==> config.mk <==
export PLATFORM = sky130hd
export DESIGN_NAME = udi_device_flat
export DESIGN_NICKNAME = d
export VERILOG_FILES = /design/src/rtl/udi_pkg.sv /design/src/rtl/udi_bus_if.sv /design/src/rtl/udi_device.sv /design/src/flat_wrapper.sv
export SDC_FILE = /design/constraint.sdc
export NUM_CORES = 1
export LEC_CHECK = 0
export ABC_AREA = 0
export BUFFER_PORTS_ARGS = -buffer_cell sky130_fd_sc_hd__buf_2
export CAP_MARGIN = 10
export CORE_UTILIZATION = 56
export DETAILED_ROUTE_END_ITERATION = 16
export PLACE_DENSITY = 0.82
export SLEW_MARGIN = 0
export SYNTH_ARGS = -nofsm -noshare
export SYNTH_HDL_FRONTEND = slang
export SYNTH_SLANG_ARGS = --single-unit
export TNS_END_PERCENT = 50
==> constraint.sdc <==
create_clock -name mclk -period 2.4 [get_ports mclk]
set_clock_uncertainty 0.05 [all_clocks]
set_input_delay 0.48 -clock mclk [delete_from_list [all_inputs] [get_ports mclk]]
set_output_delay 0.48 -clock mclk [all_outputs]
set_load 0.02 [all_outputs]
==> src/rtl/udi_pkg.sv <==
// Shared constants of the USB device interrupt unit and its microcontroller end.
package udi_pkg;
  localparam int BUS_AW = 8;
  localparam int BUS_DW = 8;
  localparam logic [7:0] ADDR_CAUSE = 8'h00;
  localparam logic [7:0] ADDR_MASK = 8'h01;
  localparam logic [7:0] ADDR_EP0STATE = 8'h02;
  localparam logic [7:0] ADDR_PACKET_READY_FLAGS = 8'h03;
  localparam logic [7:0] ADDR_DEVSTATE = 8'h04;
  localparam logic [7:0] ADDR_POLARITY_SELECT_REG = 8'h05;
  localparam logic [7:0] ADDR_SYSCTL = 8'h06;
  localparam int CAUSE_SETUP = 0;
  localparam int CAUSE_EP1 = 1;
  localparam int CAUSE_EP2 = 2;
  localparam int CAUSE_EP0_RX = 3;
  localparam int CAUSE_EP0_TX = 4;
  localparam int CAUSE_BUS_RESET = 5;
  localparam int CAUSE_SUSPEND = 6;
  localparam int CAUSE_EP3 = 7;
  localparam int EP0_SETUP_BIT = 0;
  localparam int PKT_TX_BASE = 4;
  localparam logic [7:0] PKT_RX_BITS = 8'h07;
  localparam logic [7:0] PKT_TX_BITS = 8'hF0;
  localparam int DEV_BUSRST_BIT = 5;
  localparam int DEV_SUSPEND_BIT = 6;
  localparam int POL_HIGH_BIT = 0;
  localparam int SYSCTL_SRST_BIT = 0;
  localparam logic [7:0] MASK_RESET = 8'h01;
  localparam logic [7:0] CAUSE_RESET = 8'h00;
  localparam logic [7:0] PKT_RESET = 8'h00;
  localparam logic POL_RESET = 1'b0;
  localparam logic IRQ_IDLE_LOW_ACTIVE = 1'b1;
  localparam int CLK_PERIOD_NS = 25;
  localparam int BUS_RESET_SE0_NS = 2500;
  localparam int BUS_RESET_CYCLES = (BUS_RESET_SE0_NS + CLK_PERIOD_NS - 1) / CLK_PERIOD_NS;
  localparam int SUSPEND_IDLE_US = 3000;
  localparam int SUSPEND_CYCLES_DEF = (SUSPEND_IDLE_US * 1000 + CLK_PERIOD_NS - 1) / CLK_PERIOD_NS;
  localparam logic [2:0] HREG_ADDR = 3'h0;
  localparam logic [2:0] HREG_DATA = 3'h1;
  localparam logic [2:0] HREG_GO = 3'h2;
  localparam logic [2:0] HREG_RESULT = 3'h3;
  localparam logic [2:0] HREG_STAT = 3'h4;
  localparam int GO_WRITE_BIT = 0;
  localparam int GO_READ_BIT = 1;
  localparam int STAT_BUSY_BIT = 0;
  localparam int STAT_IRQ_BIT = 1;
  typedef enum logic [1:0] {UDI_H_IDLE, UDI_H_WRITE, UDI_H_READ, UDI_H_CAPTURE} udi_host_state_t;
endpackage

==> src/rtl/udi_bus_if.sv <==
// Local bus and interrupt line between the interrupt unit and the microcontroller.
`timescale 1ns/10ps
`default_nettype none
interface udi_bus_if;
  logic [udi_pkg::BUS_AW-1:0] addr;
  logic [udi_pkg::BUS_DW-1:0] wdata;
  logic [udi_pkg::BUS_DW-1:0] rdata;
  logic wr;
  logic rd;
  logic irq_out;
  modport dev (
    input addr,
    input wdata,
    input wr,
    input rd,
    output rdata,
    output irq_out
  );
  modport mcu (
    output addr,
    output wdata,
    output wr,
    output rd,
    input rdata,
    input irq_out
  );
endinterface
`default_nettype wire

==> src/rtl/udi_device.sv <==
// Interrupt unit of a full-speed USB device controller, device end of the local bus.
// Function
// [RULE_01] Eight sticky cause bits, fixed bit assignment.
// [RULE_02] Per-bit enable register, one enables cause.
// [RULE_03] Cause bit reads zero while disabled.
// [RULE_04] Interrupt active while any cause bit set.
// [RULE_05] Stored setup sets flag and cause together.
// [RULE_06] Writing one to setup flag clears both.
// [RULE_07] After reset only setup enable is set.
// [RULE_08] Stored receive packet sets flag and cause.
// [RULE_09] Writing one to receive flag clears both.
// [RULE_10] Packet completes on end-of-packet, any size.
// [RULE_11] Receive flags 0,1,2 map to causes 3,1,2.
// [RULE_12] Transmit FIFO ready clears flag, sets cause.
// [RULE_13] Writing one arms transmit flag, clears cause.
// [RULE_14] Armed flag sends packet, short ones too.
// [RULE_15] Transmit flags 4..7 map to causes 4,1,2,7.
// [RULE_16] SE0 for 2.5 us sets bus-reset cause.
// [RULE_17] Writing one to state bit 5 clears it.
// [RULE_18] Idle for 3 ms enters suspend, sets cause.
// [RULE_19] Resume or bus reset clears suspend cause.
// [RULE_20] Polarity bit selects output level, low after reset.
//
// Design decisions made here: the address-and-strobe port and the address map.
`timescale 1ns/10ps
`default_nettype none
module udi_device #(
  parameter int SUSPEND_CYCLES = udi_pkg::SUSPEND_CYCLES_DEF,
  parameter int RESET_CYCLES = udi_pkg::BUS_RESET_CYCLES
) (
  input wire logic mclk,
  input wire logic arst_n,
  udi_bus_if.dev bus,
  input wire logic setup_stored,
  input wire logic [2:0] rx_pkt_done,
  input wire logic [3:0] tx_fifo_ready,
  input wire logic line_se0,
  input wire logic line_idle,
  input wire logic resume_seen,
  output logic [2:0] rx_pkt_held,
  output logic [3:0] tx_pkt_armed,
  output logic suspended
);
  localparam int IW = $clog2(SUSPEND_CYCLES + 1);
  localparam int RW = $clog2(RESET_CYCLES + 1);
  localparam logic [IW-1:0] IDLE_LAST = IW'(SUSPEND_CYCLES - 1);
  localparam logic [RW-1:0] SE0_LAST = RW'(RESET_CYCLES - 1);
  localparam logic [IW-1:0] IDLE_FULL = IW'(SUSPEND_CYCLES);
  localparam logic [RW-1:0] SE0_FULL = RW'(RESET_CYCLES);

  logic [7:0] cause_reg;
  logic [7:0] mask_reg;
  logic [7:0] pkt_reg;
  logic setup_reg;
  logic busrst_reg;
  logic susp_reg;
  logic pol_reg;
  logic irq_reg;
  logic [7:0] rdata_reg;
  logic [IW-1:0] idle_cnt_reg;
  logic [RW-1:0] se0_cnt_reg;

  // Register decode.
  wire wr_mask = bus.wr && (bus.addr == udi_pkg::ADDR_MASK);
  wire wr_ep0 = bus.wr && (bus.addr == udi_pkg::ADDR_EP0STATE);
  wire wr_pkt = bus.wr && (bus.addr == udi_pkg::ADDR_PACKET_READY_FLAGS);
  wire wr_dev = bus.wr && (bus.addr == udi_pkg::ADDR_DEVSTATE);
  wire wr_pol = bus.wr && (bus.addr == udi_pkg::ADDR_POLARITY_SELECT_REG);
  wire wr_sys = bus.wr && (bus.addr == udi_pkg::ADDR_SYSCTL);
  // Software reset acts as the hardware reset on every register except rdata_reg, at the clock edge that takes the write.
  wire soft_rst = wr_sys && bus.wdata[udi_pkg::SYSCTL_SRST_BIT];
  wire [7:0] pkt_sw = wr_pkt ? bus.wdata : 8'h00;

  // Line timers.
  wire se0_hit = line_se0 && (se0_cnt_reg == SE0_LAST);
  wire idle_hit = line_idle && (idle_cnt_reg == IDLE_LAST) && !susp_reg;
  // Counters stop one past the threshold, so a long run raises its event only once.
  wire [RW-1:0] se0_cnt_next = !line_se0 ? '0 :
                               (se0_cnt_reg == SE0_FULL) ? se0_cnt_reg :
                               se0_cnt_reg + RW'(1);
  wire [IW-1:0] idle_cnt_next = !line_idle ? '0 :
                                (idle_cnt_reg == IDLE_FULL) ? idle_cnt_reg :
                                idle_cnt_reg + IW'(1);
  wire reset_event = se0_hit; // RULE_16
  wire suspend_event = idle_hit; // RULE_18

  // Flags of the endpoint and device state registers.
  wire setup_next = setup_stored || (setup_reg && !(wr_ep0 && bus.wdata[udi_pkg::EP0_SETUP_BIT])); // RULE_05 RULE_06
  wire [7:0] pkt_keep = pkt_reg & ~(pkt_sw & udi_pkg::PKT_RX_BITS) & ~{tx_fifo_ready, 4'h0}; // RULE_09 RULE_12
  wire [7:0] pkt_next = pkt_keep | {5'h00, rx_pkt_done} | (pkt_sw & udi_pkg::PKT_TX_BITS); // RULE_08 RULE_10 RULE_13
  wire busrst_next = reset_event || (busrst_reg && !(wr_dev && bus.wdata[udi_pkg::DEV_BUSRST_BIT])); // RULE_17
  wire susp_next = suspend_event || (susp_reg && !resume_seen && !reset_event); // RULE_18 RULE_19

  // Cause events and clears.
  logic [7:0] cause_ev;
  logic [7:0] cause_clr;
  always_comb
  begin
    cause_ev = 8'h00;
    cause_clr = 8'h00;
    cause_ev[udi_pkg::CAUSE_SETUP] = setup_stored; // RULE_01 RULE_05
    cause_ev[udi_pkg::CAUSE_EP0_RX] = rx_pkt_done[0]; // RULE_11
    cause_ev[udi_pkg::CAUSE_EP1] = rx_pkt_done[1] || tx_fifo_ready[1]; // RULE_11 RULE_15
    cause_ev[udi_pkg::CAUSE_EP2] = rx_pkt_done[2] || tx_fifo_ready[2]; // RULE_11 RULE_15
    cause_ev[udi_pkg::CAUSE_EP0_TX] = tx_fifo_ready[0]; // RULE_15
    cause_ev[udi_pkg::CAUSE_EP3] = tx_fifo_ready[3]; // RULE_15
    cause_ev[udi_pkg::CAUSE_BUS_RESET] = reset_event; // RULE_16
    cause_ev[udi_pkg::CAUSE_SUSPEND] = suspend_event; // RULE_18
    cause_clr[udi_pkg::CAUSE_SETUP] = wr_ep0 && bus.wdata[udi_pkg::EP0_SETUP_BIT]; // RULE_06
    cause_clr[udi_pkg::CAUSE_EP0_RX] = pkt_sw[0]; // RULE_09
    cause_clr[udi_pkg::CAUSE_EP1] = pkt_sw[1] || pkt_sw[udi_pkg::PKT_TX_BASE + 1]; // RULE_09 RULE_13
    cause_clr[udi_pkg::CAUSE_EP2] = pkt_sw[2] || pkt_sw[udi_pkg::PKT_TX_BASE + 2]; // RULE_09 RULE_13
    cause_clr[udi_pkg::CAUSE_EP0_TX] = pkt_sw[udi_pkg::PKT_TX_BASE]; // RULE_13
    cause_clr[udi_pkg::CAUSE_EP3] = pkt_sw[udi_pkg::PKT_TX_BASE + 3]; // RULE_13
    cause_clr[udi_pkg::CAUSE_BUS_RESET] = wr_dev && bus.wdata[udi_pkg::DEV_BUSRST_BIT]; // RULE_17
    cause_clr[udi_pkg::CAUSE_SUSPEND] = resume_seen || reset_event; // RULE_19
  end

  wire [7:0] mask_next = wr_mask ? bus.wdata : mask_reg; // RULE_02
  // A new event wins over a clear in the same cycle; disabled bits are forced to zero.
  wire [7:0] cause_next = ((cause_reg & ~cause_clr) | cause_ev) & mask_next; // RULE_01 RULE_03
  wire pol_next = wr_pol ? bus.wdata[udi_pkg::POL_HIGH_BIT] : pol_reg;
  wire cause_any = |cause_next;
  wire irq_next = pol_next ? cause_any : !cause_any; // RULE_04 RULE_20

  // Read path; unmapped addresses and reserved bits read zero.
  wire [7:0] ep0_rd = {7'h00, setup_reg};
  wire [7:0] dev_rd = {1'b0, susp_reg, busrst_reg, 5'h00};
  wire [7:0] pol_rd = {7'h00, pol_reg};
  wire [7:0] rd_mux = (bus.addr == udi_pkg::ADDR_CAUSE) ? cause_reg :
                      (bus.addr == udi_pkg::ADDR_MASK) ? mask_reg :
                      (bus.addr == udi_pkg::ADDR_EP0STATE) ? ep0_rd :
                      (bus.addr == udi_pkg::ADDR_PACKET_READY_FLAGS) ? pkt_reg :
                      (bus.addr == udi_pkg::ADDR_DEVSTATE) ? dev_rd :
                      (bus.addr == udi_pkg::ADDR_POLARITY_SELECT_REG) ? pol_rd :
                      8'h00;
  wire [7:0] rdata_next = bus.rd ? rd_mux : 8'h00;

  always_ff @(posedge mclk or negedge arst_n)
  begin
    if (!arst_n)
    begin
      cause_reg <= udi_pkg::CAUSE_RESET;
      mask_reg <= udi_pkg::MASK_RESET; // RULE_07
      pol_reg <= udi_pkg::POL_RESET; // RULE_20
      irq_reg <= udi_pkg::IRQ_IDLE_LOW_ACTIVE;
    end
    else if (soft_rst)
    begin
      cause_reg <= udi_pkg::CAUSE_RESET;
      mask_reg <= udi_pkg::MASK_RESET; // RULE_07
      pol_reg <= udi_pkg::POL_RESET; // RULE_20
      irq_reg <= udi_pkg::IRQ_IDLE_LOW_ACTIVE;
    end
    else
    begin
      cause_reg <= cause_next;
      mask_reg <= mask_next;
      pol_reg <= pol_next;
      irq_reg <= irq_next;
    end
  end

  always_ff @(posedge mclk or negedge arst_n)
  begin
    if (!arst_n)
    begin
      pkt_reg <= udi_pkg::PKT_RESET;
      setup_reg <= 1'b0;
      busrst_reg <= 1'b0;
      susp_reg <= 1'b0;
    end
    else if (soft_rst)
    begin
      pkt_reg <= udi_pkg::PKT_RESET;
      setup_reg <= 1'b0;
      busrst_reg <= 1'b0;
      susp_reg <= 1'b0;
    end
    else
    begin
      pkt_reg <= pkt_next;
      setup_reg <= setup_next;
      busrst_reg <= busrst_next;
      susp_reg <= susp_next;
    end
  end

  always_ff @(posedge mclk or negedge arst_n)
  begin
    if (!arst_n)
    begin
      se0_cnt_reg <= '0;
      idle_cnt_reg <= '0;
    end
    else if (soft_rst)
    begin
      se0_cnt_reg <= '0;
      idle_cnt_reg <= '0;
    end
    else
    begin
      se0_cnt_reg <= se0_cnt_next;
      idle_cnt_reg <= idle_cnt_next;
    end
  end

  always_ff @(posedge mclk or negedge arst_n)
  begin
    if (!arst_n)
    begin
      rdata_reg <= 8'h00;
    end
    else
    begin
      rdata_reg <= rdata_next;
    end
  end

  assign bus.rdata = rdata_reg;
  assign bus.irq_out = irq_reg;
  assign rx_pkt_held = pkt_reg[2:0];
  // The transmitter sends whatever is in its FIFO once armed, full or short.
  assign tx_pkt_armed = pkt_reg[7:4]; // RULE_14
  assign suspended = susp_reg;
endmodule
`default_nettype wire

==> src/flat_wrapper.sv <==
// flat-port wrapper written by rule: the top's interface ports become plain ports
module udi_device_flat 
#(
  parameter int SUSPEND_CYCLES = udi_pkg::SUSPEND_CYCLES_DEF,
  parameter int RESET_CYCLES = udi_pkg::BUS_RESET_CYCLES
)
  (mclk, arst_n, setup_stored, rx_pkt_done, tx_fifo_ready, line_se0, line_idle, resume_seen, rx_pkt_held, tx_pkt_armed, suspended, bus_addr, bus_wdata, bus_wr, bus_rd, bus_rdata, bus_irq_out);
  udi_bus_if bus_i ();
  input wire logic mclk;
  input wire logic arst_n;
  input wire logic setup_stored;
  input wire logic [2:0] rx_pkt_done;
  input wire logic [3:0] tx_fifo_ready;
  input wire logic line_se0;
  input wire logic line_idle;
  input wire logic resume_seen;
  output logic [2:0] rx_pkt_held;
  output logic [3:0] tx_pkt_armed;
  output logic suspended;
  input wire logic [$bits(bus_i.addr)-1:0] bus_addr;
  input wire logic [$bits(bus_i.wdata)-1:0] bus_wdata;
  input wire logic [$bits(bus_i.wr)-1:0] bus_wr;
  input wire logic [$bits(bus_i.rd)-1:0] bus_rd;
  output wire logic [$bits(bus_i.rdata)-1:0] bus_rdata;
  output wire logic [$bits(bus_i.irq_out)-1:0] bus_irq_out;
  assign bus_i.addr = bus_addr;
  assign bus_i.wdata = bus_wdata;
  assign bus_i.wr = bus_wr;
  assign bus_i.rd = bus_rd;
  assign bus_rdata = bus_i.rdata;
  assign bus_irq_out = bus_i.irq_out;
  udi_device #(.SUSPEND_CYCLES(SUSPEND_CYCLES), .RESET_CYCLES(RESET_CYCLES)) u_core (.mclk(mclk), .arst_n(arst_n), .bus(bus_i), .setup_stored(setup_stored), .rx_pkt_done(rx_pkt_done), .tx_fifo_ready(tx_fifo_ready), .line_se0(line_se0), .line_idle(line_idle), .resume_seen(resume_seen), .rx_pkt_held(rx_pkt_held), .tx_pkt_armed(tx_pkt_armed), .suspended(suspended));
endmodule
Yosys cells after proc, flatten, opt, wreduce, memory -nomap -nowiden
Index checks and enable logic that the tools add are counted.
{"block": "word_totals", "ff_bits": 61, "inputBits": 31, "output_inout_bits": 17, "word_cells": 92}
{"block": "classes", "n_addsub": 2, "eq_ne": 12, "n_mux": 25, "bitwise": 10, "reduce_logical": 32}
{"op": "$mux W8", "count": 11}
{"op": "$mux W17", "count": 3}
{"op": "$eq A17 B17 Y1 const B", "count": 2}
{"op": "$and A8 B8 Y8", "count": 4}
{"op": "$eq A8 B3 Y1 const B", "count": 3}
{"op": "$mux W7", "count": 3}
{"op": "$add A17 B1 Y17 const B", "count": 1}
{"op": "$eq A8 B2 Y1 const B", "count": 2}
{"op": "$logic_and A1 B1 Y1", "count": 16}
{"op": "$not A8 Y8", "count": 2}
{"op": "$or A8 B8 Y8", "count": 2}
{"op": "$eq A7 B7 Y1 const B", "count": 2}
{"op": "$eq A8 B1 Y1 const B", "count": 1}
{"op": "$logic_not A8 Y1", "count": 1}
{"op": "$logic_or A1 B1 Y1", "count": 8}
{"op": "$mux W1", "count": 8}
{"op": "$not A3 Y8", "count": 1}
{"op": "$or A8 B3 Y8", "count": 1}
{"op": "$reduce_or A8 Y1", "count": 1}
{"op": "$add A7 B1 Y7 const B", "count": 1}
{"op": "$logic_not A1 Y1", "count": 6}
{"op": "$ne A3 B2 Y1 const B", "count": 2}

Longest topological paths before layout
Gate-level depths: netlist of run 1.
{"block": "depth", "ltp_word": 12, "depth_mapped": 8, "mapped_depth_nobuf": 8}

Worst setup path after synthesis of run 1
No wires, ideal clock.
{"block": "synth_timing", "kind": "input-to-reg", "start": "input bus_addr[5]", "end": "register u_core.irq_reg (netlist: u_core.bus.irq_out)", "setup_time_ps": 72, "arrival_ps": 2253, "required_time_ps": 2278, "setup_slack_ps": 26, "cell_stages": 6, "path_buffers": 0, "cell_sequence": "or4_4 > nor3_2 > mux2i_1 > o22ai_1 > o31a_1 > o21ai_1"}
{"block": "synth_via", "elab_chain_len": 12, "word_cells_on_any_way": 28, "classes_between": "eq/ne (6); mux (5); bitwise (4); reduce/logical (13)"}
{"item": "start: declaration", "line_no": "flat_wrapper.sv:20", "rtl": "input wire logic [$bits(bus_i.addr)-1:0] bus_addr;"}
{"item": "$eq A8 B2 Y1", "line_no": "udi_device.sv:66", "rtl": "wire wr_pkt = bus.wr && (bus.addr == udi_pkg::ADDR_PACKET_READY_FLAGS);"}
{"item": "$logic_and A1 B1 Y1", "line_no": "udi_device.sv:66"}
{"item": "$mux W8", "line_no": "udi_device.sv:72", "rtl": "wire [7:0] pkt_sw = wr_pkt ? bus.wdata : 8'h00;"}
{"item": "$logic_or A1 B1 Y1 (on tied branches)", "line_no": "udi_device.sv:111, udi_device.sv:112"}
{"item": "$not A8 Y8", "line_no": "udi_device.sv:121", "rtl": "wire [7:0] cause_next = ((cause_reg & ~cause_clr) | cause_ev) & mask_next;"}
{"item": "$and A8 B8 Y8", "line_no": "udi_device.sv:121"}
{"item": "$or A8 B8 Y8", "line_no": "udi_device.sv:121"}
{"item": "$and A8 B8 Y8", "line_no": "udi_device.sv:121"}
{"item": "$reduce_or A8 Y1", "line_no": "udi_device.sv:123", "rtl": "wire cause_any = |cause_next;"}
{"item": "$logic_not A1 Y1", "line_no": "udi_device.sv:124", "rtl": "wire irq_next = pol_next ? cause_any : !cause_any;"}
{"item": "$mux W1", "line_no": "udi_device.sv:124"}
{"item": "$mux W1 *", "line_no": "udi_device.sv:148", "rtl": "else if (soft_rst)"}
{"item": "end signal: assignment", "line_no": "udi_device.sv:146", "rtl": "irq_reg <= udi_pkg::IRQ_IDLE_LOW_ACTIVE;"}
{"item": "end signal: assignment", "line_no": "udi_device.sv:153", "rtl": "irq_reg <= udi_pkg::IRQ_IDLE_LOW_ACTIVE;"}
{"item": "end signal: assignment", "line_no": "udi_device.sv:160", "rtl": "irq_reg <= irq_next;"}
{"item": "end: declaration", "line_no": "udi_device.sv:58", "rtl": "logic irq_reg;"}
Mark *: on every way between the ends. The rest lies on a longest branch, timed or not.
A chain may end at the register's enable or synchronous reset.

Final worst setup path of run 1
Ends and elaborated chain as after synthesis.

==> results of run 1 <==
[worst register-to-register path: cells and delay by family (launching register included)]
kind,cells,cell delay (ns)
AND/OR/NAND/NOR,2,0.77
AO/OA/AOI/OAI,4,0.62
buffers and inverters,1,0.18
flip-flops,1,0.43
[stage by stage]
| stage | worst slack, ns | power [uW] |
|---|---|---|
| 6_report | 0.151 | 2140 |
| 5_1_grt | 0.0362 | 2220 |
| 4_1_cts | 0.168 | 2150 |
| 3_5_place_dp | -0.126 | 1280 |
| 3_3_place_gp | -0.0774 | 1280 |
| 2_1_floorplan | 0.0255 | 1160 |
[layer usage]
metal | global-route usage | up-vias | part of all wire
li1 | - | 1298 | -
met1 | 0.388 | 1282 | 0.44
met2 | 0.412 | 122 | 0.47
met3 | 0.0437 | 17 | 0.059
met4 | 0.140 | 0 | 0.022
met5 | 0 | - | 0
[cells in the mapped netlist, types with 2 or more instances]
cell type / count / share of area
sky130_fd_sc_hd__a211oi_1: 3 / 0.0074
sky130_fd_sc_hd__nor3_1: 10 / 0.016
sky130_fd_sc_hd__or3_1: 3 / 0.0062
sky130_fd_sc_hd__inv_1: 6 / 0.0074
sky130_fd_sc_hd__and3_1: 7 / 0.014
sky130_fd_sc_hd__o21ai_0: 4 / 0.0066
sky130_fd_sc_hd__o31ai_1: 4 / 0.0099
sky130_fd_sc_hd__dfrtp_1: 58 / 0.48
sky130_fd_sc_hd__a221oi_1: 2 / 0.0058
sky130_fd_sc_hd__nor3b_1: 4 / 0.0099
sky130_fd_sc_hd__a21oi_1: 23 / 0.038
sky130_fd_sc_hd__and2_1: 2 / 0.0041
sky130_fd_sc_hd__nor4_1: 3 / 0.0062
sky130_fd_sc_hd__o41ai_1: 2 / 0.0058
sky130_fd_sc_hd__mux2i_1: 9 / 0.030
sky130_fd_sc_hd__xnor2_1: 6 / 0.017
sky130_fd_sc_hd__clkbuf_1: 5 / 0.0062
sky130_fd_sc_hd__nor3_2: 2 / 0.0066
sky130_fd_sc_hd__and4b_1: 2 / 0.0066
sky130_fd_sc_hd__xor2_1: 9 / 0.026
sky130_fd_sc_hd__mux2_2: 2 / 0.0074
sky130_fd_sc_hd__nand2b_1: 4 / 0.0082
sky130_fd_sc_hd__a32oi_1: 2 / 0.0058
sky130_fd_sc_hd__nor2b_1: 6 / 0.012
sky130_fd_sc_hd__dfstp_2: 2 / 0.017
sky130_fd_sc_hd__nand3_1: 13 / 0.021
sky130_fd_sc_hd__nand2_1: 31 / 0.038
sky130_fd_sc_hd__o22ai_1: 2 / 0.0041
sky130_fd_sc_hd__nand4_1: 7 / 0.014
sky130_fd_sc_hd__nor2_1: 58 / 0.072
sky130_fd_sc_hd__a2111oi_0: 4 / 0.012
sky130_fd_sc_hd__ha_1: 4 / 0.016
[report_power, final]
part           switching (uW)  internal, uW
clock network             371           508
logic                     120          85.6
registers                18.5          1040
total                     510          1630
[cells by family (layout without fill, tap and decap cells)]
logic type / Yosys count / after routing / share of synthesized area
flip-flops: 60 / 60 / 0.495
AO/OA/AOI/OAI: 55 / 55 / 0.124
buffers and inverters: 14 / 95 / 0.0202
AND/OR/NAND/NOR: 161 / 161 / 0.265
adder cells (fa/ha/maj): 4 / 4 / 0.0165
multiplexers: 11 / 11 / 0.0370
XOR/XNOR: 15 / 15 / 0.0432
[final timing paths]
| check | start | endpoint | slack, ns | depth (start not counted) |
|---|---|---|---|---|
| max | bus_addr[5] | u_core.bus.irq_out$_DFF_PN1_ | 0.15 | 7 |
| min | arst_n | u_core.se0_cnt_reg[3]$_DFFE_PN0P_ | 0.08 | 2 |
| max reg2reg | u_core.idle_cnt_reg[9]$_DFFE_PN0P_ | u_core.bus.irq_out$_DFF_PN1_ | 0.28 | 7 |
| min reg2reg | u_core.setup_reg$_DFF_PN0_ | u_core.setup_reg$_DFF_PN0_ | 0.48 | 2 |
| max in group asynchronous | arst_n | u_core.bus.irq_out$_DFF_PN1_ | 1.89 | 2 |
| min in group mclk | rx_pkt_done[1] | u_core.pkt_reg[1]$_DFF_PN0_ | 0.34 | 3 |
[cell type report]
class,count,area (sq um),share of cell area
sequential,60,1500,0.403
multi-input combinational,246,1480,0.395
timing repair buffer,73,455,0.122
clock buffer,14,153,0.0409
tap,70,87.6,0.0235
clock inverter,2,35.0,0.00939
inverter,6,22.5,0.00603
==> run_summary.xml, run 1 <==
<?xml version="1.0" encoding="UTF-8"?>
<metrics>
  <group name="status">
    <metric name="run_status" unit="">complete, no violations</metric>
  </group>
  <group name="timing">
    <metric name="timing.slew.headroom" unit="">0.664</metric>
    <metric name="rsz0062_at_grt" unit="">no</metric>
    <metric name="setup-tns-final" unit="ns">0</metric>
    <metric name="hold_ws" unit="ns">0.0801</metric>
    <metric name="setup_viol_count_final" unit="">0</metric>
    <metric name="max_clock_freq" unit="GHz">0.445</metric>
    <metric name="hold_viol_final" unit="">0</metric>
    <metric name="worst-slew-pin-transition" unit="ns">0.498</metric>
    <metric name="period_needed" unit="ns">2.25</metric>
    <metric name="fin_crit_sh" unit="">0.937</metric>
    <metric name="report.final.slew_viol_count" unit="">0</metric>
  </group>
  <group name="yosys">
    <metric name="synthCells" unit="">320</metric>
    <metric name="yosysWarningCount" unit="">0</metric>
    <metric name="synthesis.nets" unit="">355</metric>
    <metric name="postSynthRegisterBits" unit="">60</metric>
    <metric name="postSynthAreaPerCell" unit="sq um">9.50</metric>
    <metric name="synth_edf_count" unit="">0</metric>
    <metric name="synth_top_flop_cell" unit="">sky130_fd_sc_hd__dfrtp_1</metric>
    <metric name="synth_cell_type_count" unit="">53</metric>
    <metric name="synthesis.area" unit="sq um">3040</metric>
    <metric name="synth_sequential_area_ratio" unit="">0.495</metric>
    <metric name="synth_async_sr_flop_share" unit="">1.00</metric>
  </group>
  <group name="layout">
    <metric name="mostFrequentLayoutCells" unit="">58 x sky130_fd_sc_hd__nor2_1, 58 x sky130_fd_sc_hd__dfrtp_1, 47 x sky130_fd_sc_hd__buf_2</metric>
    <metric name="instances_no_fill" unit="">471</metric>
    <metric name="synthToLayoutAreaGrowth" unit="%">22.8</metric>
    <metric name="final_design_area_excluding_fillers" unit="sq um">3730</metric>
    <metric name="fin_util" unit="">0.722</metric>
    <metric name="diodes" unit="">0</metric>
    <metric name="share_of_post_route_cells_with_drive_strength_above_1" unit="">0.242</metric>
    <metric name="number_of_nets_in_the_final_layout" unit="">431</metric>
    <metric name="n_fill_cell" unit="">373</metric>
    <metric name="largest_reg_flops" unit="">17</metric>
  </group>
  <group name="setup_path">
    <metric name="critPathCaptureType" unit="">register</metric>
    <metric name="critical_path_buf_inv_count" unit="">1</metric>
    <metric name="critical_path.max_stage_delay" unit="ns">0.60</metric>
    <metric name="critPathSlowestCell" unit="">sky130_fd_sc_hd__or4_4</metric>
    <metric name="crit_fanout" unit="">8</metric>
    <metric name="critical_path_required" unit="ns">2.61</metric>
    <metric name="worstPathArrival" unit="ns">2.46</metric>
    <metric name="timing.critical_path.from_type" unit="">input pin</metric>
    <metric name="worstPathCellList" unit="">buf_2 &gt; or4_4 &gt; o41ai_1 &gt; a22o_1 &gt; o2111ai_2 &gt; o31a_1 &gt; o21ai_1</metric>
    <metric name="path_delay_family" unit="">compound AO/OA/AOI/OAI gates</metric>
    <metric name="path_class" unit="">in -&gt; reg</metric>
  </group>
  <group name="drt">
    <metric name="detail_route.iter0.violations" unit="">260</metric>
    <metric name="drc" unit="">0</metric>
    <metric name="antenna_left" unit="">0</metric>
    <metric name="wirelength" unit="um">7180</metric>
    <metric name="route.detailed.vias_per_inst" unit="">5.77</metric>
    <metric name="routedWlPerCell" unit="um">15.2</metric>
    <metric name="first_pass_iters" unit="">4</metric>
    <metric name="via_count" unit="">2719</metric>
  </group>
  <group name="power_and_ir_drop">
    <metric name="cellPowerDensity" unit="nW/um^2">574</metric>
    <metric name="ir_worst_vdd" unit="uV">398</metric>
    <metric name="power_leakage" unit="uW">0.00171</metric>
  </group>
  <group name="global_routing">
    <metric name="grt_util_all_layers" unit="">0.274</metric>
    <metric name="grt_max_degree" unit="">61</metric>
    <metric name="grt_overflow_total" unit="">0</metric>
    <metric name="grt_pass1_wl" unit="um">11500</metric>
    <metric name="antenna_found_initial" unit="">0</metric>
    <metric name="grt_pass1_vias" unit="">2460</metric>
  </group>
  <group name="die">
    <metric name="floorplan.initialDensity" unit="">0.588</metric>
    <metric name="ioPinCount" unit="">48</metric>
    <metric name="chipWidth" unit="um">75.7</metric>
    <metric name="die_area" unit="sq um">5730</metric>
    <metric name="fp-row-count" unit="">26</metric>
    <metric name="core_area" unit="sq um">5170</metric>
    <metric name="die_y" unit="um">75.7</metric>
  </group>
  <group name="run">
    <metric name="drv.max_cap_violation_count" unit="">0</metric>
  </group>
  <group name="clock_tree">
    <metric name="clock_tree.root_cell" unit="">sky130_fd_sc_hd__clkbuf_8</metric>
    <metric name="post_cts_hold_buffer_count" unit="">0</metric>
    <metric name="cts.sink_count" unit="">60</metric>
    <metric name="number_of_buffers_created_by_cts" unit="">9</metric>
    <metric name="clock_latency" unit="ns">0.33</metric>
    <metric name="clk_pin_slew" unit="ns">0.06</metric>
    <metric name="max-clock-path-buffers" unit="">2</metric>
    <metric name="cts_htree_levels" unit="">3</metric>
    <metric name="post-cts-setup-buffer-count" unit="">0</metric>
    <metric name="clock_tree_from_tritoncts" unit="">done</metric>
    <metric name="cts_resized" unit="">0</metric>
  </group>
  <group name="worst_hold_path">
    <metric name="min_path_type" unit="">in -&gt; async</metric>
  </group>
  <group name="place">
    <metric name="dp_cells" unit="">455</metric>
    <metric name="place.gp.congestion" unit="">0.942</metric>
    <metric name="port_buffers" unit="">47</metric>
    <metric name="post_dp_cell_area" unit="sq um">3540</metric>
    <metric name="dpl.hpwl" unit="um">5070</metric>
  </group>
</metrics>
(Power assumes the default switching activity.)
==> inputs of run 2 (changes only) <==
--- a/config.mk
+++ b/config.mk
@@ -8,9 +8,9 @@
 export ABC_AREA = 0
 export BUFFER_PORTS_ARGS = -buffer_cell sky130_fd_sc_hd__buf_2
 export CAP_MARGIN = 10
-export CORE_UTILIZATION = 56
+export CORE_UTILIZATION = 51
 export DETAILED_ROUTE_END_ITERATION = 16
-export PLACE_DENSITY = 0.82
+export PLACE_DENSITY_LB_ADDON = 0.12
 export SLEW_MARGIN = 0
 export SYNTH_ARGS = -nofsm -noshare
 export SYNTH_HDL_FRONTEND = slang
==> constraint.sdc (replaced) <==
create_clock -name mclk -period 1.95 [get_ports mclk]
set_clock_uncertainty 0.05 [all_clocks]
set_input_delay 0.39 -clock mclk [delete_from_list [all_inputs] [get_ports mclk]]
set_output_delay 0.39 -clock mclk [all_outputs]
set_load 0.02 [all_outputs]
==> run 2 against run 1 <==
The flow now finishes with violations (negative hold slack, negative setup slack). Register-to-register slack worse by 0.35 ns. Cell count up 9.8%. Clock power increased by 9.4%. Critical endpoint unchanged.
==> run_summary.xml, run 2 (synthesis results as in run 1) <==
<?xml version="1.0" encoding="UTF-8"?>
<metrics>
  <group name="drt">
    <metric name="antenna_left" unit="">0</metric>
    <metric name="route.detailed.vias_per_inst" unit="">5.70</metric>
    <metric name="via_count" unit="">2949</metric>
    <metric name="routedWlPerCell" unit="um">16.3</metric>
    <metric name="detail_route.iter0.violations" unit="">194</metric>
    <metric name="wirelength" unit="um">8430</metric>
    <metric name="drc" unit="">0</metric>
    <metric name="first_pass_iters" unit="">4</metric>
  </group>
  <group name="setup_path">
    <metric name="worstSetupEndpoint" unit="">u_core.bus.irq_out$_DFF_PN1_</metric>
    <metric name="crit_fanout" unit="">5</metric>
    <metric name="timing.critical_path.from_type" unit="">input pin</metric>
    <metric name="worstPathCellList" unit="">buf_8 &gt; or4_4 &gt; nor3_4 &gt; buf_6 &gt; mux2i_4 &gt; o22ai_2 &gt; o31a_1 &gt; o21ai_1</metric>
    <metric name="path_class" unit="">in -&gt; reg</metric>
    <metric name="reg2reg_depth" unit="">7</metric>
    <metric name="r2r-end" unit="">u_core.bus.irq_out$_DFF_PN1_</metric>
    <metric name="critPathCaptureType" unit="">register</metric>
    <metric name="worstPathArrival" unit="ns">2.34</metric>
    <metric name="critical_path_required" unit="ns">2.17</metric>
    <metric name="critical_path.reg2reg.startpoint" unit="">u_core.idle_cnt_reg[13]$_DFFE_PN0P_</metric>
    <metric name="critical_path.max_stage_delay" unit="ns">0.61</metric>
    <metric name="critPathSlowestCell" unit="">sky130_fd_sc_hd__or4_4</metric>
    <metric name="critPathLaunch" unit="">bus_addr[5]</metric>
    <metric name="reg2reg_setup_slack" unit="ns">-0.07</metric>
  </group>
  <group name="power_and_ir_drop">
    <metric name="internal-power" unit="uW">1880</metric>
    <metric name="cellPowerDensity" unit="nW/um^2">617</metric>
    <metric name="pwr-share-seq" unit="">0.501</metric>
    <metric name="ir_worst_vdd" unit="uV">460</metric>
    <metric name="power_leakage" unit="uW">0.00195</metric>
    <metric name="power.share.switching" unit="">0.276</metric>
    <metric name="p_comb_frac" unit="">0.129</metric>
    <metric name="clock_power_share" unit="">0.371</metric>
    <metric name="net-switching-power" unit="uW">718</metric>
  </group>
  <group name="layout">
    <metric name="synthToLayoutAreaGrowth" unit="%">38.5</metric>
    <metric name="largest_reg_flops" unit="">17</metric>
    <metric name="mostFrequentLayoutCells" unit="">66 x sky130_fd_sc_hd__buf_4, 58 x sky130_fd_sc_hd__nor2_1, 58 x sky130_fd_sc_hd__dfrtp_1</metric>
    <metric name="diodes" unit="">0</metric>
    <metric name="instances_no_fill" unit="">517</metric>
    <metric name="number_of_nets_in_the_final_layout" unit="">476</metric>
    <metric name="n_fill_cell" unit="">425</metric>
    <metric name="leading_cell_type_in_the_layout_fill_and_taps_excluded" unit="">sky130_fd_sc_hd__buf_4</metric>
    <metric name="share_of_post_route_cells_with_drive_strength_above_1" unit="">0.355</metric>
  </group>
  <group name="place">
    <metric name="port_buffers" unit="">47</metric>
    <metric name="dpl.hpwl" unit="um">5780</metric>
    <metric name="dp_cells" unit="">494</metric>
    <metric name="post-place-ws" unit="ns">-0.535</metric>
    <metric name="place.gp.congestion" unit="">0.908</metric>
  </group>
  <group name="clock_tree">
    <metric name="clock_latency" unit="ns">0.35</metric>
    <metric name="number_of_buffers_created_by_cts" unit="">9</metric>
    <metric name="cts_htree_levels" unit="">3</metric>
    <metric name="clock_tree_from_tritoncts" unit="">done</metric>
    <metric name="clock_tree.root_cell" unit="">sky130_fd_sc_hd__clkbuf_8</metric>
    <metric name="max-clock-path-buffers" unit="">2</metric>
    <metric name="cts.sink_count" unit="">60</metric>
    <metric name="clk_pin_slew" unit="ns">0.07</metric>
  </group>
  <group name="die">
    <metric name="floorplan.initialDensity" unit="">0.539</metric>
    <metric name="ioPinCount" unit="">48</metric>
    <metric name="die_y" unit="um">79.2</metric>
    <metric name="die_area" unit="sq um">6270</metric>
    <metric name="chipWidth" unit="um">79.2</metric>
    <metric name="fp-row-count" unit="">27</metric>
    <metric name="core_area" unit="sq um">5640</metric>
  </group>
  <group name="global_routing">
    <metric name="antenna_found_initial" unit="">0</metric>
    <metric name="grt_pass1_vias" unit="">2797</metric>
    <metric name="grt_pass1_wl" unit="um">13300</metric>
    <metric name="grt_util_all_layers" unit="">0.284</metric>
    <metric name="grt_overflow_total" unit="">0</metric>
    <metric name="grt_max_degree" unit="">61</metric>
  </group>
  <group name="timing">
    <metric name="setup_viol_count_final" unit="">1</metric>
    <metric name="worst-slew-pin-transition" unit="ns">0.609</metric>
    <metric name="fin_crit_sh" unit="">1.08</metric>
    <metric name="hold_ws" unit="ns">-0.0129</metric>
    <metric name="rsz0062_at_grt" unit="">yes</metric>
    <metric name="timing.final.ws_setup" unit="ns">-0.163</metric>
    <metric name="report.final.slew_viol_count" unit="">0</metric>
    <metric name="timing.slew.headroom" unit="">0.593</metric>
    <metric name="max_clock_freq" unit="GHz">0.473</metric>
    <metric name="hold_viol_final" unit="">12</metric>
    <metric name="period_needed" unit="ns">2.11</metric>
  </group>
  <group name="status">
    <metric name="run_status" unit="">complete, but fails checks</metric>
    <metric name="violated_checks" unit="">negative hold slack, negative setup slack</metric>
  </group>
  <group name="run">
    <metric name="drv.max_cap_violation_count" unit="">0</metric>
  </group>
  <group name="worst_hold_path">
    <metric name="min_path_type" unit="">in -&gt; async</metric>
  </group>
</metrics>
-- run 2: cell count changes in the layout (fill, tap and decap cells not counted), moves of 3 or more --
cell,change
sky130_fd_sc_hd__clkbuf_1,-3
sky130_fd_sc_hd__mux2i_1,-6
sky130_fd_sc_hd__mux2i_4,+4
sky130_fd_sc_hd__buf_4,+42
-- run 2: metal layers --
| metal | share of wire | wire length (um) | vias up | GRT usage |
|---|---|---|---|---|
| met5 | 0 | 0 | - | 0 |
| li1 | - | - | 1393 | - |
| met2 | 0.47 | 3970 | 92 | 0.443 |
| met3 | 0.057 | 478 | 22 | 0.0724 |
| met1 | 0.45 | 3780 | 1442 | 0.376 |
| met4 | 0.023 | 195 | 0 | 0.111 |
-- run 2: how the worst min path moves through the flow --
stage          startpoint                                   to  slack, ns  cells past startpoint
4_1_cts            arst_n        u_core.bus.rdata[1]$_DFF_PN0_      0.004                      2
2_1_floorplan      arst_n        u_core.bus.rdata[0]$_DFF_PN0_       0.04                      0
6_report           arst_n  u_core.idle_cnt_reg[12]$_DFFE_PN0P_      -0.01                      2
5_1_grt            arst_n  u_core.idle_cnt_reg[12]$_DFFE_PN0P_      0.003                      2
3_5_place_dp       arst_n  u_core.idle_cnt_reg[15]$_DFFE_PN0P_       0.38                      2
3_3_place_gp       arst_n  u_core.idle_cnt_reg[12]$_DFFE_PN0P_       0.37                      2
-- run 2: what timing repair did --
item / in CTS / in global routing
gates resized for setup: 5 / 15
endpoints found under the setup margin: 3 / 4
gates cloned: 1 / 0
hold endpoints to repair: 0 / 0
setup buffers: 3 / 4
pin swaps: 5 / 7
hold buffers: 0 / 0
-- run 2: cell type report --
class	count	area (sq um)	share of cell area
Inverter	6	22.5	0.00535
Clock buffer	10	128	0.0303
Sequential cell	60	1500	0.357
Clock inverter	5	30.0	0.00713
Tap cell	72	90.1	0.0214
Timing Repair Buffer	117	818	0.194
Multi-Input combinational cell	247	1620	0.384
-- run 2: critical path, delay by kind of cell --
kind | cells | cell delay, ns
compound gates | 3 | 0.53
buf+inv | 2 | 0.30
mux | 1 | 0.26
simple gates | 2 | 0.87
-- run 2: per-stage QoR --
| step | hold WS (ns) | TNS, ns | area, sq um | total power (uW) | util |
|---|---|---|---|---|---|
| 3_5_place_dp | 0.376 | -16.36 | 3890 | 1620 | 0.690 |
| 4_1_cts | 0.00353 | -0.101 | 4100 | 2570 | 0.727 |
| 2_1_floorplan | 0.0444 | -2.87 | 3100 | 1440 | - |
| 3_3_place_gp | 0.371 | -15.09 | 3890 | 1620 | 0.690 |
| 5_1_grt | 0.00332 | -0.247 | 4210 | 2690 | 0.747 |
| 6_report | -0.0129 | -0.163 | 4210 | 2600 | 0.747 |
-- run 2: power groups by stage --
stage	logic (uW)	registers (uW)	clock network, uW
final	334	1300	963
after global routing	366	1300	1020
after CTS	312	1300	962
after detailed placement	305	1320	0
after global placement	298	1320	0
after floorplan	115	1330	0
